<file path="src/core/uar_pkg.sv">
// package for the asynchronous receive front end: frame limits, sample
// numbers, fifo geometry and register offsets.
// assumes a single 125 MHz clock and a synchronous active-high reset.
//
// Notes on behaviour
// - receiver off empties fifo and drops status
// - sixteen samples per bit, eight at double
// - first low sample after idle is one
// - start vote on samples 8-10 or 4-6
// - two highs in start vote means noise
// - sample counter realigned on every start bit
// - three recovery states, sample number kept in a counter
// - each bit is majority of centre three
// - only the first stop bit is recovered
// - stop bit voted zero sets frame error
// - hunt for next start right after vote
// - double speed select halves the oversampling
// - five to ten data-plus-parity bits accepted
// - complete flag is fifo not empty
// - frame error travels with its character
// - disable is immediate and releases the pin
package uar_pkg;
  localparam int unsigned CLK_HZ = 125000000;
  localparam int unsigned MIN_BITS = 5;
  localparam int unsigned MAX_BITS = 10;
  localparam int unsigned BITS_W = 4;
  localparam int unsigned SAMP_NORMAL = 16;
  localparam int unsigned SAMP_DOUBLE = 8;
  // centre samples, first of three
  localparam logic [4:0] VOTE_FIRST_NORMAL = 5'h08;
  localparam logic [4:0] VOTE_FIRST_DOUBLE = 5'h04;
  localparam int unsigned FIFO_DEPTH = 2;
  localparam int unsigned DIV_W = 12;
  localparam logic [11:0] DIV_RESET = 12'h000;
  localparam logic [3:0] BITS_RESET = 4'h8;
  // register offsets on the plain port
  localparam logic [3:0] OFS_DATA = 4'h0;
  localparam logic [3:0] OFS_STATUS = 4'h1;
  localparam logic [3:0] OFS_CTRL = 4'h2;
  localparam logic [3:0] OFS_DIVISOR = 4'h3;
  // status fields
  localparam int unsigned ST_COMPLETE = 0;
  localparam int unsigned ST_FRAME_ERR = 1;
  // control fields
  localparam int unsigned CT_ENABLE = 0;
  localparam int unsigned CT_DOUBLE = 1;
  localparam int unsigned CT_BITS_LSB = 4;
endpackage

</file>
<file path="src/core/uar_receiver.sv">
// top of the asynchronous receive front end: pin synchroniser, start
// detection, per-bit majority vote, fifo and the plain register port.
// assumes a remote transmitter within the documented rate tolerance.
//
// Decided for this implementation: the placing of the registers and strobed register access.
`timescale 1ns/1ns
module uar_receiver #(
  parameter int unsigned DIV_W = uar_pkg::DIV_W,
  parameter int unsigned FIFO_DEPTH = uar_pkg::FIFO_DEPTH
) (
  // clock and reset
  input wire logic clock,
  input wire logic sys_rst,
  // serial line
  input wire logic serial_input_pin,
  output logic pin_override,
  // register port
  input wire logic [3:0] reg_addr,
  input wire logic [15:0] reg_wdata,
  input wire logic reg_write,
  input wire logic reg_read,
  output logic [15:0] reg_rdata
);
  typedef enum logic [1:0] {
    UAR_IDLE,
    UAR_START,
    UAR_BITS
  } uar_state_e;

  localparam int unsigned FW = uar_pkg::MAX_BITS + 1;

  logic [1:0] sync_reg;
  logic line;
  logic line_prev_reg;
  logic receiver_enable_bit;
  logic double_speed_select;
  logic [3:0] frame_bits_reg;
  logic [DIV_W-1:0] baud_divisor;
  logic tick;
  uar_state_e state_reg;
  logic [4:0] samp_reg;
  logic [3:0] bit_idx_reg;
  logic [1:0] votes_reg;
  logic [uar_pkg::MAX_BITS-1:0] shift_reg;
  logic push;
  logic [FW-1:0] push_data;
  logic fifo_full;
  logic [FW-1:0] head_data;
  logic rx_complete_flag;
  logic frame_error_flag;
  logic data_pop;
  logic [4:0] samp_last;
  logic [4:0] vote_first;
  logic voted;
  logic vote_done;
  logic bit_end;
  logic [3:0] frame_bits;

  function automatic logic majority(input logic [2:0] s);
    majority = (s[0] & s[1]) | (s[0] & s[2]) | (s[1] & s[2]);
  endfunction

  // only the second stage feeds logic
  always_ff @(posedge clock) begin
    if (sys_rst) begin
      sync_reg <= 2'h3;
    end else begin
      sync_reg <= {sync_reg[0], serial_input_pin};
    end
  end
  assign line = sync_reg[1];

  // control registers
  always_ff @(posedge clock) begin
    if (sys_rst) begin
      receiver_enable_bit <= 1'b0;
      double_speed_select <= 1'b0;
      frame_bits_reg <= uar_pkg::BITS_RESET;
      baud_divisor <= DIV_W'(uar_pkg::DIV_RESET);
    end else if (reg_write && reg_addr == uar_pkg::OFS_CTRL) begin
      receiver_enable_bit <= reg_wdata[uar_pkg::CT_ENABLE];
      double_speed_select <= reg_wdata[uar_pkg::CT_DOUBLE];
      frame_bits_reg <= reg_wdata[uar_pkg::CT_BITS_LSB +: 4];
    end else if (reg_write && reg_addr == uar_pkg::OFS_DIVISOR) begin
      baud_divisor <= reg_wdata[DIV_W-1:0];
    end
  end

  // out-of-range lengths are clamped into 5..10
  assign frame_bits = (frame_bits_reg < 4'(uar_pkg::MIN_BITS)) ?
    4'(uar_pkg::MIN_BITS) :
    (frame_bits_reg > 4'(uar_pkg::MAX_BITS)) ? 4'(uar_pkg::MAX_BITS) :
    frame_bits_reg;

  assign pin_override = receiver_enable_bit;

  uar_tick_gen #(
    .DIV_W(DIV_W)
  ) u_tick (
    .clock(clock),
    .sys_rst(sys_rst),
    .run(receiver_enable_bit),
    .baud_divisor(baud_divisor),
    .tick(tick)
  );

  assign samp_last = double_speed_select ? 5'(uar_pkg::SAMP_DOUBLE) :
    5'(uar_pkg::SAMP_NORMAL);
  assign vote_first = double_speed_select ? uar_pkg::VOTE_FIRST_DOUBLE :
    uar_pkg::VOTE_FIRST_NORMAL;
  assign vote_done = tick && samp_reg == vote_first + 5'h02;
  assign bit_end = tick && samp_reg == samp_last;
  // samples one and two of the centre are held, the third is the live line
  assign voted = majority({votes_reg, line});

  always_ff @(posedge clock) begin
    if (sys_rst || !receiver_enable_bit) begin
      line_prev_reg <= 1'b1;
    end else if (tick) begin
      line_prev_reg <= line;
    end
  end

  always_ff @(posedge clock) begin
    if (sys_rst) begin
      votes_reg <= 2'h0;
    end else if (tick) begin
      votes_reg <= {votes_reg[0], line};
    end
  end

  // recovery state machine, samples numbered from one
  always_ff @(posedge clock) begin
    if (sys_rst || !receiver_enable_bit) begin
      // abandon any frame in progress at once
      state_reg <= UAR_IDLE;
      samp_reg <= 5'h00;
      bit_idx_reg <= 4'h0;
      shift_reg <= '0;
    end else if (tick) begin
      case (state_reg)
        UAR_IDLE: begin
          if (line_prev_reg && !line) begin
            state_reg <= UAR_START;
            samp_reg <= 5'h02;
          end
        end
        UAR_START: begin
          samp_reg <= (samp_reg == samp_last) ? 5'h01 : samp_reg + 5'h01;
          if (vote_done && voted) begin
            // noise spike, back to hunting
            state_reg <= UAR_IDLE;
            samp_reg <= 5'h00;
          end else if (samp_reg == samp_last) begin
            state_reg <= UAR_BITS;
            bit_idx_reg <= 4'h0;
          end
        end
        UAR_BITS: begin
          samp_reg <= (samp_reg == samp_last) ? 5'h01 : samp_reg + 5'h01;
          if (vote_done) begin
            if (bit_idx_reg == frame_bits) begin
              // first stop bit voted, hunt at once
              state_reg <= UAR_IDLE;
              samp_reg <= 5'h00;
            end else begin
              shift_reg[bit_idx_reg] <= voted;
            end
          end
          if (bit_end) begin
            bit_idx_reg <= bit_idx_reg + 4'h1;
          end
        end
        default: begin
          state_reg <= UAR_IDLE;
          samp_reg <= 5'h00;
        end
      endcase
    end
  end

  // stop bit voted zero marks a frame error
  assign push = receiver_enable_bit && state_reg == UAR_BITS && vote_done &&
    bit_idx_reg == frame_bits;
  assign push_data = {!voted, shift_reg};

  assign data_pop = reg_read && reg_addr == uar_pkg::OFS_DATA;

  uar_rx_fifo #(
    .WIDTH(FW),
    .DEPTH(FIFO_DEPTH)
  ) u_fifo (
    .clock(clock),
    .sys_rst(sys_rst),
    .flush(!receiver_enable_bit),
    .push(push),
    .push_data(push_data),
    .full(fifo_full),
    .pop(data_pop),
    .head_data(head_data),
    .not_empty(rx_complete_flag)
  );

  assign frame_error_flag = rx_complete_flag && head_data[FW-1];

  // read data one cycle after the strobe; software drains by reading
  // data until the complete flag drops
  always_ff @(posedge clock) begin
    if (sys_rst) begin
      reg_rdata <= 16'h0000;
    end else if (reg_read) begin
      case (reg_addr)
        uar_pkg::OFS_DATA:
          reg_rdata <= rx_complete_flag ?
            16'(head_data[uar_pkg::MAX_BITS-1:0]) : 16'h0000;
        uar_pkg::OFS_STATUS:
          reg_rdata <= {14'h0000, frame_error_flag, rx_complete_flag};
        uar_pkg::OFS_CTRL:
          reg_rdata <= {8'h00, frame_bits_reg, 2'h0, double_speed_select,
            receiver_enable_bit};
        uar_pkg::OFS_DIVISOR:
          reg_rdata <= 16'(baud_divisor);
        default:
          reg_rdata <= 16'h0000;
      endcase
    end else begin
      reg_rdata <= 16'h0000;
    end
  end

  chk_disable_idle: assert property (@(posedge clock) disable iff (sys_rst)
    !receiver_enable_bit |=> state_reg == UAR_IDLE && !rx_complete_flag)
    else $error("receiver active while disabled");
  chk_noise_reject: assert property (@(posedge clock) disable iff (sys_rst)
    state_reg == UAR_START && vote_done && voted && receiver_enable_bit
    |=> state_reg == UAR_IDLE)
    else $error("noisy start bit not rejected");
  chk_sample_range: assert property (@(posedge clock) disable iff (sys_rst)
    state_reg != UAR_IDLE |-> samp_reg >= 5'h01 && samp_reg <= samp_last)
    else $error("sample number out of range");
  chk_stop_hunt: assert property (@(posedge clock) disable iff (sys_rst)
    push |=> state_reg == UAR_IDLE && samp_reg == 5'h00)
    else $error("not hunting after stop vote");
  chk_frame_error: assert property (@(posedge clock)
    disable iff (sys_rst)
    push && !fifo_full && !rx_complete_flag && !data_pop
    |=> frame_error_flag == !$past(voted))
    else $error("frame error not stored with character");
  chk_complete_flag: assert property (@(posedge clock) disable iff (sys_rst)
    push && !fifo_full && receiver_enable_bit |=> rx_complete_flag)
    else $error("complete flag not raised");
  chk_start_number: assert property (@(posedge clock) disable iff (sys_rst)
    state_reg == UAR_IDLE && tick && line_prev_reg && !line &&
    receiver_enable_bit |=> state_reg == UAR_START && samp_reg == 5'h02)
    else $error("start edge not numbered");
  chk_bit_count: assert property (@(posedge clock) disable iff (sys_rst)
    state_reg == UAR_BITS |-> bit_idx_reg <= frame_bits)
    else $error("recovered past first stop bit");
endmodule

</file>
<file path="src/core/uar_tick_gen.sv">
// baud tick divider: one-cycle enable every divisor+1 clocks.
// assumes divisor is stable while receiving; a change does not restart the count.
`timescale 1ns/1ns
module uar_tick_gen #(
  parameter int unsigned DIV_W = 12
) (
  // clock and reset
  input wire logic clock,
  input wire logic sys_rst,
  // control
  input wire logic run,
  input wire logic [DIV_W-1:0] baud_divisor,
  // sample tick
  output logic tick
);
  logic [DIV_W-1:0] cnt_reg;

  always_ff @(posedge clock) begin
    if (sys_rst || !run || cnt_reg >= baud_divisor) begin
      cnt_reg <= '0;
    end else begin
      cnt_reg <= cnt_reg + 1'b1;
    end
  end

  assign tick = run && (cnt_reg >= baud_divisor);

  chk_tick_spacing: assert property (@(posedge clock) disable iff (sys_rst)
    tick && baud_divisor != '0 && $stable(baud_divisor) |=> !tick)
    else $error("tick fired two cycles in a row");
endmodule

</file>
<file path="src/core/uar_rx_fifo.sv">
// small receive fifo for character plus frame error, register read data.
// a push when full is ignored here, so the new frame is dropped.
`timescale 1ns/1ns
module uar_rx_fifo #(
  parameter int unsigned WIDTH = 11,
  parameter int unsigned DEPTH = 2
) (
  // clock and reset
  input wire logic clock,
  input wire logic sys_rst,
  input wire logic flush,
  // write side
  input wire logic push,
  input wire logic [WIDTH-1:0] push_data,
  output logic full,
  // read side
  input wire logic pop,
  output logic [WIDTH-1:0] head_data,
  output logic not_empty
);
  localparam int unsigned AW = (DEPTH > 1) ? $clog2(DEPTH) : 1;
  logic [WIDTH-1:0] mem [DEPTH];
  logic [AW-1:0] wr_reg;
  logic [AW-1:0] rd_reg;
  logic [AW:0] cnt_reg;
  logic do_push;
  logic do_pop;
  logic [AW-1:0] rd_next;
  logic [AW:0] cnt_left;

  assign full = (cnt_reg == (AW+1)'(DEPTH));
  assign not_empty = (cnt_reg != '0);
  assign do_push = push && !full;
  assign do_pop = pop && not_empty;
  assign rd_next = !do_pop ? rd_reg :
    (rd_reg == AW'(DEPTH-1)) ? '0 : rd_reg + 1'b1;
  assign cnt_left = cnt_reg - (AW+1)'(do_pop);

  always_ff @(posedge clock) begin
    if (do_push) begin
      mem[wr_reg] <= push_data;
    end
  end

  always_ff @(posedge clock) begin
    if (sys_rst || flush) begin
      wr_reg <= '0;
      rd_reg <= '0;
      cnt_reg <= '0;
    end else begin
      if (do_push) begin
        wr_reg <= (wr_reg == AW'(DEPTH-1)) ? '0 : wr_reg + 1'b1;
      end
      if (do_pop) begin
        rd_reg <= (rd_reg == AW'(DEPTH-1)) ? '0 : rd_reg + 1'b1;
      end
      cnt_reg <= cnt_reg + (AW+1)'(do_push) - (AW+1)'(do_pop);
    end
  end

  // the head follows the next read pointer, so status read in the cycle
  // after a push or a pop already belongs to the new head
  always_ff @(posedge clock) begin
    if (sys_rst) begin
      head_data <= '0;
    end else if (do_push && cnt_left == '0) begin
      head_data <= push_data;
    end else begin
      head_data <= mem[rd_next];
    end
  end

  chk_flush_empties: assert property (@(posedge clock) disable iff (sys_rst)
    flush |=> !not_empty)
    else $error("fifo not empty after flush");
endmodule

</file>
<file path="config.mk">
export PLATFORM = sky130hd
export DESIGN_NAME = uar_receiver
export DESIGN_NICKNAME = d
export VERILOG_FILES = /design/src/core/uar_pkg.sv /design/src/core/uar_receiver.sv /design/src/core/uar_tick_gen.sv /design/src/core/uar_rx_fifo.sv
export SDC_FILE = /design/constraint.sdc
export NUM_CORES = 1
export LEC_CHECK = 0
export BUFFER_PORTS_ARGS = -buffer_cell sky130_fd_sc_hd__buf_2
export CAP_MARGIN = 10
export CORE_ASPECT_RATIO = 1.1
export CORE_UTILIZATION = 25
export CTS_BUF_LIST = sky130_fd_sc_hd__clkbuf_4
export CTS_CLUSTER_DIAMETER = 100
export DETAILED_ROUTE_END_ITERATION = 10
export HOLD_SLACK_MARGIN = 0.03
export PLACE_DENSITY = 0.37
export REMOVE_ABC_BUFFERS = 1
export SETUP_SLACK_MARGIN = 0.05
export SLEW_MARGIN = 20
export SYNTH_ARGS = -nofsm -noshare
export SYNTH_HDL_FRONTEND = slang
export SYNTH_SLANG_ARGS = --single-unit
</file>
<file path="constraint.sdc">
create_clock -name clock -period 2.8 [get_ports clock]
set_input_delay 0.14 -clock clock [delete_from_list [all_inputs] [get_ports clock]]
set_output_delay 0.14 -clock clock [all_outputs]
set_load 0.05 [all_outputs]
</file>
==> flow_metrics.env <==
export IMPL_coreArea_um2=18700
export IMPL_htree_levels=3
export IMPL_effective_utilization_at_floorplan_pct=25.9
export IMPL_via_total_after_detailed_routing=3677
export IMPL_finalCriticalPeriod_ns=2.58
export IMPL_max_stage_delay_on_crit_path_ns=0.46
export IMPL_hold_viol=0
export IMPL_yosysWarnings=0
export IMPL_synth_top_cell_area_share_pct=34.4
export IMPL_synthFlopType="dfxtp_1"
export IMPL_fraction_of_the_yosys_area_taken_by_sequential_cells_pct=48.1
export IMPL_total_wirelength_of_the_detailed_routed_design_mm=12.0
export IMPL_intPower_mw=1.90
export IMPL_worstPathCellList="inv_1 > ha_1 > nor2b_1 > o21ai_0 > a221oi_1 > buf_4 > o22ai_2 > buf_4 > a211o_2 > a2111oi_2 > a221o_1"
export IMPL_clkTransAtPathRegs_ns=0.18
export IMPL_cp_slowest_cell="dfxtp_1"
export IMPL_groute_layer_met2_usage_pct=21.6
export IMPL_timing_hold_worst_path_depth=3
export IMPL_post_synth_most_frequent_cells="dfxtp_1 (83), nand2_1 (46), nor2_1 (45)"
export IMPL_cellPowerDensity_nw_per_um2=453
export IMPL_antenna_found_initial=1
export IMPL_finish_instance_area_um2=5680
export IMPL_comb_power_share_pct=4.6
export IMPL_rsz0062_at_grt="yes"
export IMPL_cts_root_buffer="clkbuf_4"
export IMPL_final_layout_size_suffix_gt1_share_pct=16.5
export IMPL_placement_rows=52
export IMPL_worst_path_dominant_cell_family="compound AO/OA/AOI/OAI gates"
export IMPL_grt_pass1_vias=3674
export IMPL_totalNegativeSetupSlack_ns=0
export IMPL_final_seq_area_um2=2330
export IMPL_switching_component_of_the_power_uw=668
export IMPL_track_usage_pct=12.9
export IMPL_numClockSinks=105
export IMPL_start_kind="register"
export IMPL_place_congestion=0.745
export IMPL_footprint_of_the_multi_input_gates_um2=2280
export IMPL_gr_usage_met1_pct=16.3
export IMPL_gr_max_usage_layer="met2"
export IMPL_globalRoute_totalOverflow=0
export IMPL_maximum_number_of_pins_on_one_net_before_global_route_repair=32
export IMPL_cp_required_ns=3.24
export IMPL_ios=42
export IMPL_clock_network_latency_to_the_later_pin_of_the_worst_skew_pair_ns=0.50
export IMPL_setup_worst_path_end_class="register"
export IMPL_dieWidth_um=134
export IMPL_globalRouteMet3Util_pct=2.06
export IMPL_leakage_nw=2.19
export IMPL_biggest_register="u_fifo.mem"
export IMPL_count_of_final_setup_violators=0
export IMPL_avgSynthCellArea_um2=9.58
export IMPL_synth_most_common_cell="dfxtp_1"
export IMPL_worst_path_most_repeated_cell="buf_4"
export IMPL_route_detailed_vias_per_inst=4.56
export IMPL_cts_tree="done"
export IMPL_synthesis_instances=504
export IMPL_max_cap_viols=0
export IMPL_pwr_share_clk_pct=34.6
export IMPL_critPathBufInv=3
export IMPL_drt_drc_violations_left=0
export IMPL_edff_count_synth=22
export IMPL_die_height_um=148
export IMPL_clk_buf_depth=2
export IMPL_drt_first_iter_violations=214
export IMPL_dieArea_um2=19900
export IMPL_drt_first_pass_iters=4
export IMPL_yosysTopAreaCell="dfxtp_1"
export IMPL_antenna_left=0
export IMPL_maxClockFrequency_mhz=388
export IMPL_path_max_fanout=5
export IMPL_slew_violations=0
export IMPL_design_final_nets=604
export IMPL_grt_first_pass_wirelength_mm=19.5
export IMPL_seq_power_share_pct=60.7
export IMPL_wire_per_inst_um=14.9
export IMPL_async_reset_ff_share_pct=0
export IMPL_fill_cell_instance_count_of_the_final_layout=1973
export IMPL_netlist_area_um2=4830
export IMPL_area_growth_syn_to_layout_pct=17.6
export IMPL_worst_hold_check_path_type="in -> reg"
export IMPL_cts_inserted_buffers=9
export IMPL_finalCritPeriodShare_pct=92.1
export IMPL_switching_share_pct=26.0
export IMPL_synthDistinctLibCells=59
export IMPL_synth_seq_cells=105
export IMPL_placement_io_buffers=33
export IMPL_worst_r2r_path_depth=11
export IMPL_criticalPathCategory="reg -> reg"
export IMPL_worst_endpoint_arrival_ns=3.02
export IMPL_ir_drop_uv=201
export IMPL_dp_hpwl_mm=8.76
export IMPL_largest_reg_flops=22
export IMPL_status="finished clean"
export IMPL_finClkSkew_ns=0.0188
export IMPL_placedInstanceArea_um2=5290
export IMPL_ys_top_cells_by_area="dfxtp_1 (34%), edfxtp_1 (14%), ha_1 (5.7%), mux2i_1 (4.6%), nand3_1 (3.8%)"
export IMPL_depth_of_the_critical_timing_path_with_buffers_and_inverters_included=11
[cell families after synthesis]
family	Yosys count	share of synthesized area [%]
buf+inv	53	5.16
xor+xnor	16	2.90
simple gates	191	19.5
fa+ha+maj	22	5.70
other cells	1	0.0777
compound gates	89	12.8
flops	105	48.1
mux	27	5.73
[power by group through the flow]
stage | Clock [mW] | Combinational [mW] | Sequential (mW)
final | 0.890 | 0.119 | 1.56
after global routing | 0.980 | 0.131 | 1.56
after CTS | 0.929 | 0.120 | 1.56
after detailed placement | 0 | 0.101 | 1.59
after global placement | 0 | 0.100 | 1.59
after floorplan | 0 | 0.0465 | 1.59
[final timing paths]
check / start / endpoint / slack, ns
setup / recovery: u_tick.cnt_reg[0]$_SDFF_PP0_ / samp_reg[2]$_SDFFE_PP0P_ / 0.22
hold reg to reg: sync_reg[0]$_SDFF_PP1_ / sync_reg[1]$_SDFF_PP1_ / 0.43
hold / removal: reg_addr[0] / reg_rdata[0]$_SDFF_PP0_ / 0.08
setup reg to reg: u_tick.cnt_reg[0]$_SDFF_PP0_ / samp_reg[2]$_SDFFE_PP0P_ / 0.22
[worst reg2reg max path: cells and delay by family (launching register included)]
family	cells	cell delay [ns]
simple gates	1	0.11
flops	1	0.46
buf+inv	3	0.41
compound gates	6	1.29
fa+ha+maj	1	0.27
[final cells by class]
type                    count  share of cell area (%)
repair buffers             70                    9.08
clock buffers               9                    1.19
flip-flops and latches    105                    41.1
diodes                      1                  0.0441
multi-input cells         349                    40.2
well taps                 243                    5.36
clock inverters             7                    1.63
inverters                  22                    1.46
[placed cells by master, fill, tap and decap left out, types with 16 or more instances in the layout]
cell,n
a21oi_1,30
buf_2,33
buf_4,16
dfxtp_1,76
dlygate4sd3_1,19
edfxtp_1,22
ha_1,22
inv_1,22
mux2i_1,22
nand2_1,46
nand3_1,37
nor2_1,45
[what timing repair did]
item,4_1_cts,5_1_grt
setup endpoints to repair,0,19
setup buffers,0,2
resized for setup,0,11
hold buffers,19,0
hold endpoints to repair,24,0
[metal layers]
| layer | vias up | part of all wire [%] |
|---|---|---|
| li1 | 1882 | - |
| met2 | 57 | 47 |
| met3 | 15 | 2.7 |
| met1 | 1723 | 48 |
| met5 | - | 0 |
| met4 | 0 | 1.9 |
[metrics by stage]
stage / hold slack (ns) / utilization [%] / instances / power [mW] / setup slack, ns
detailed placement: 0.326 / 28.3 / 768 / 1.69 / 0.163
global route: 0.0926 / 30.4 / 806 / 2.67 / 0.0216
CTS: 0.0456 / 30.2 / 803 / 2.61 / 0.106
floorplan: 0.205 / - / 476 / 1.64 / 0.0640
global placement: 0.327 / 28.3 / 768 / 1.69 / 0.209
finish: 0.0803 / 30.4 / 806 / 2.57 / 0.221
No activity file was read; power rests on OpenSTA's default activity.
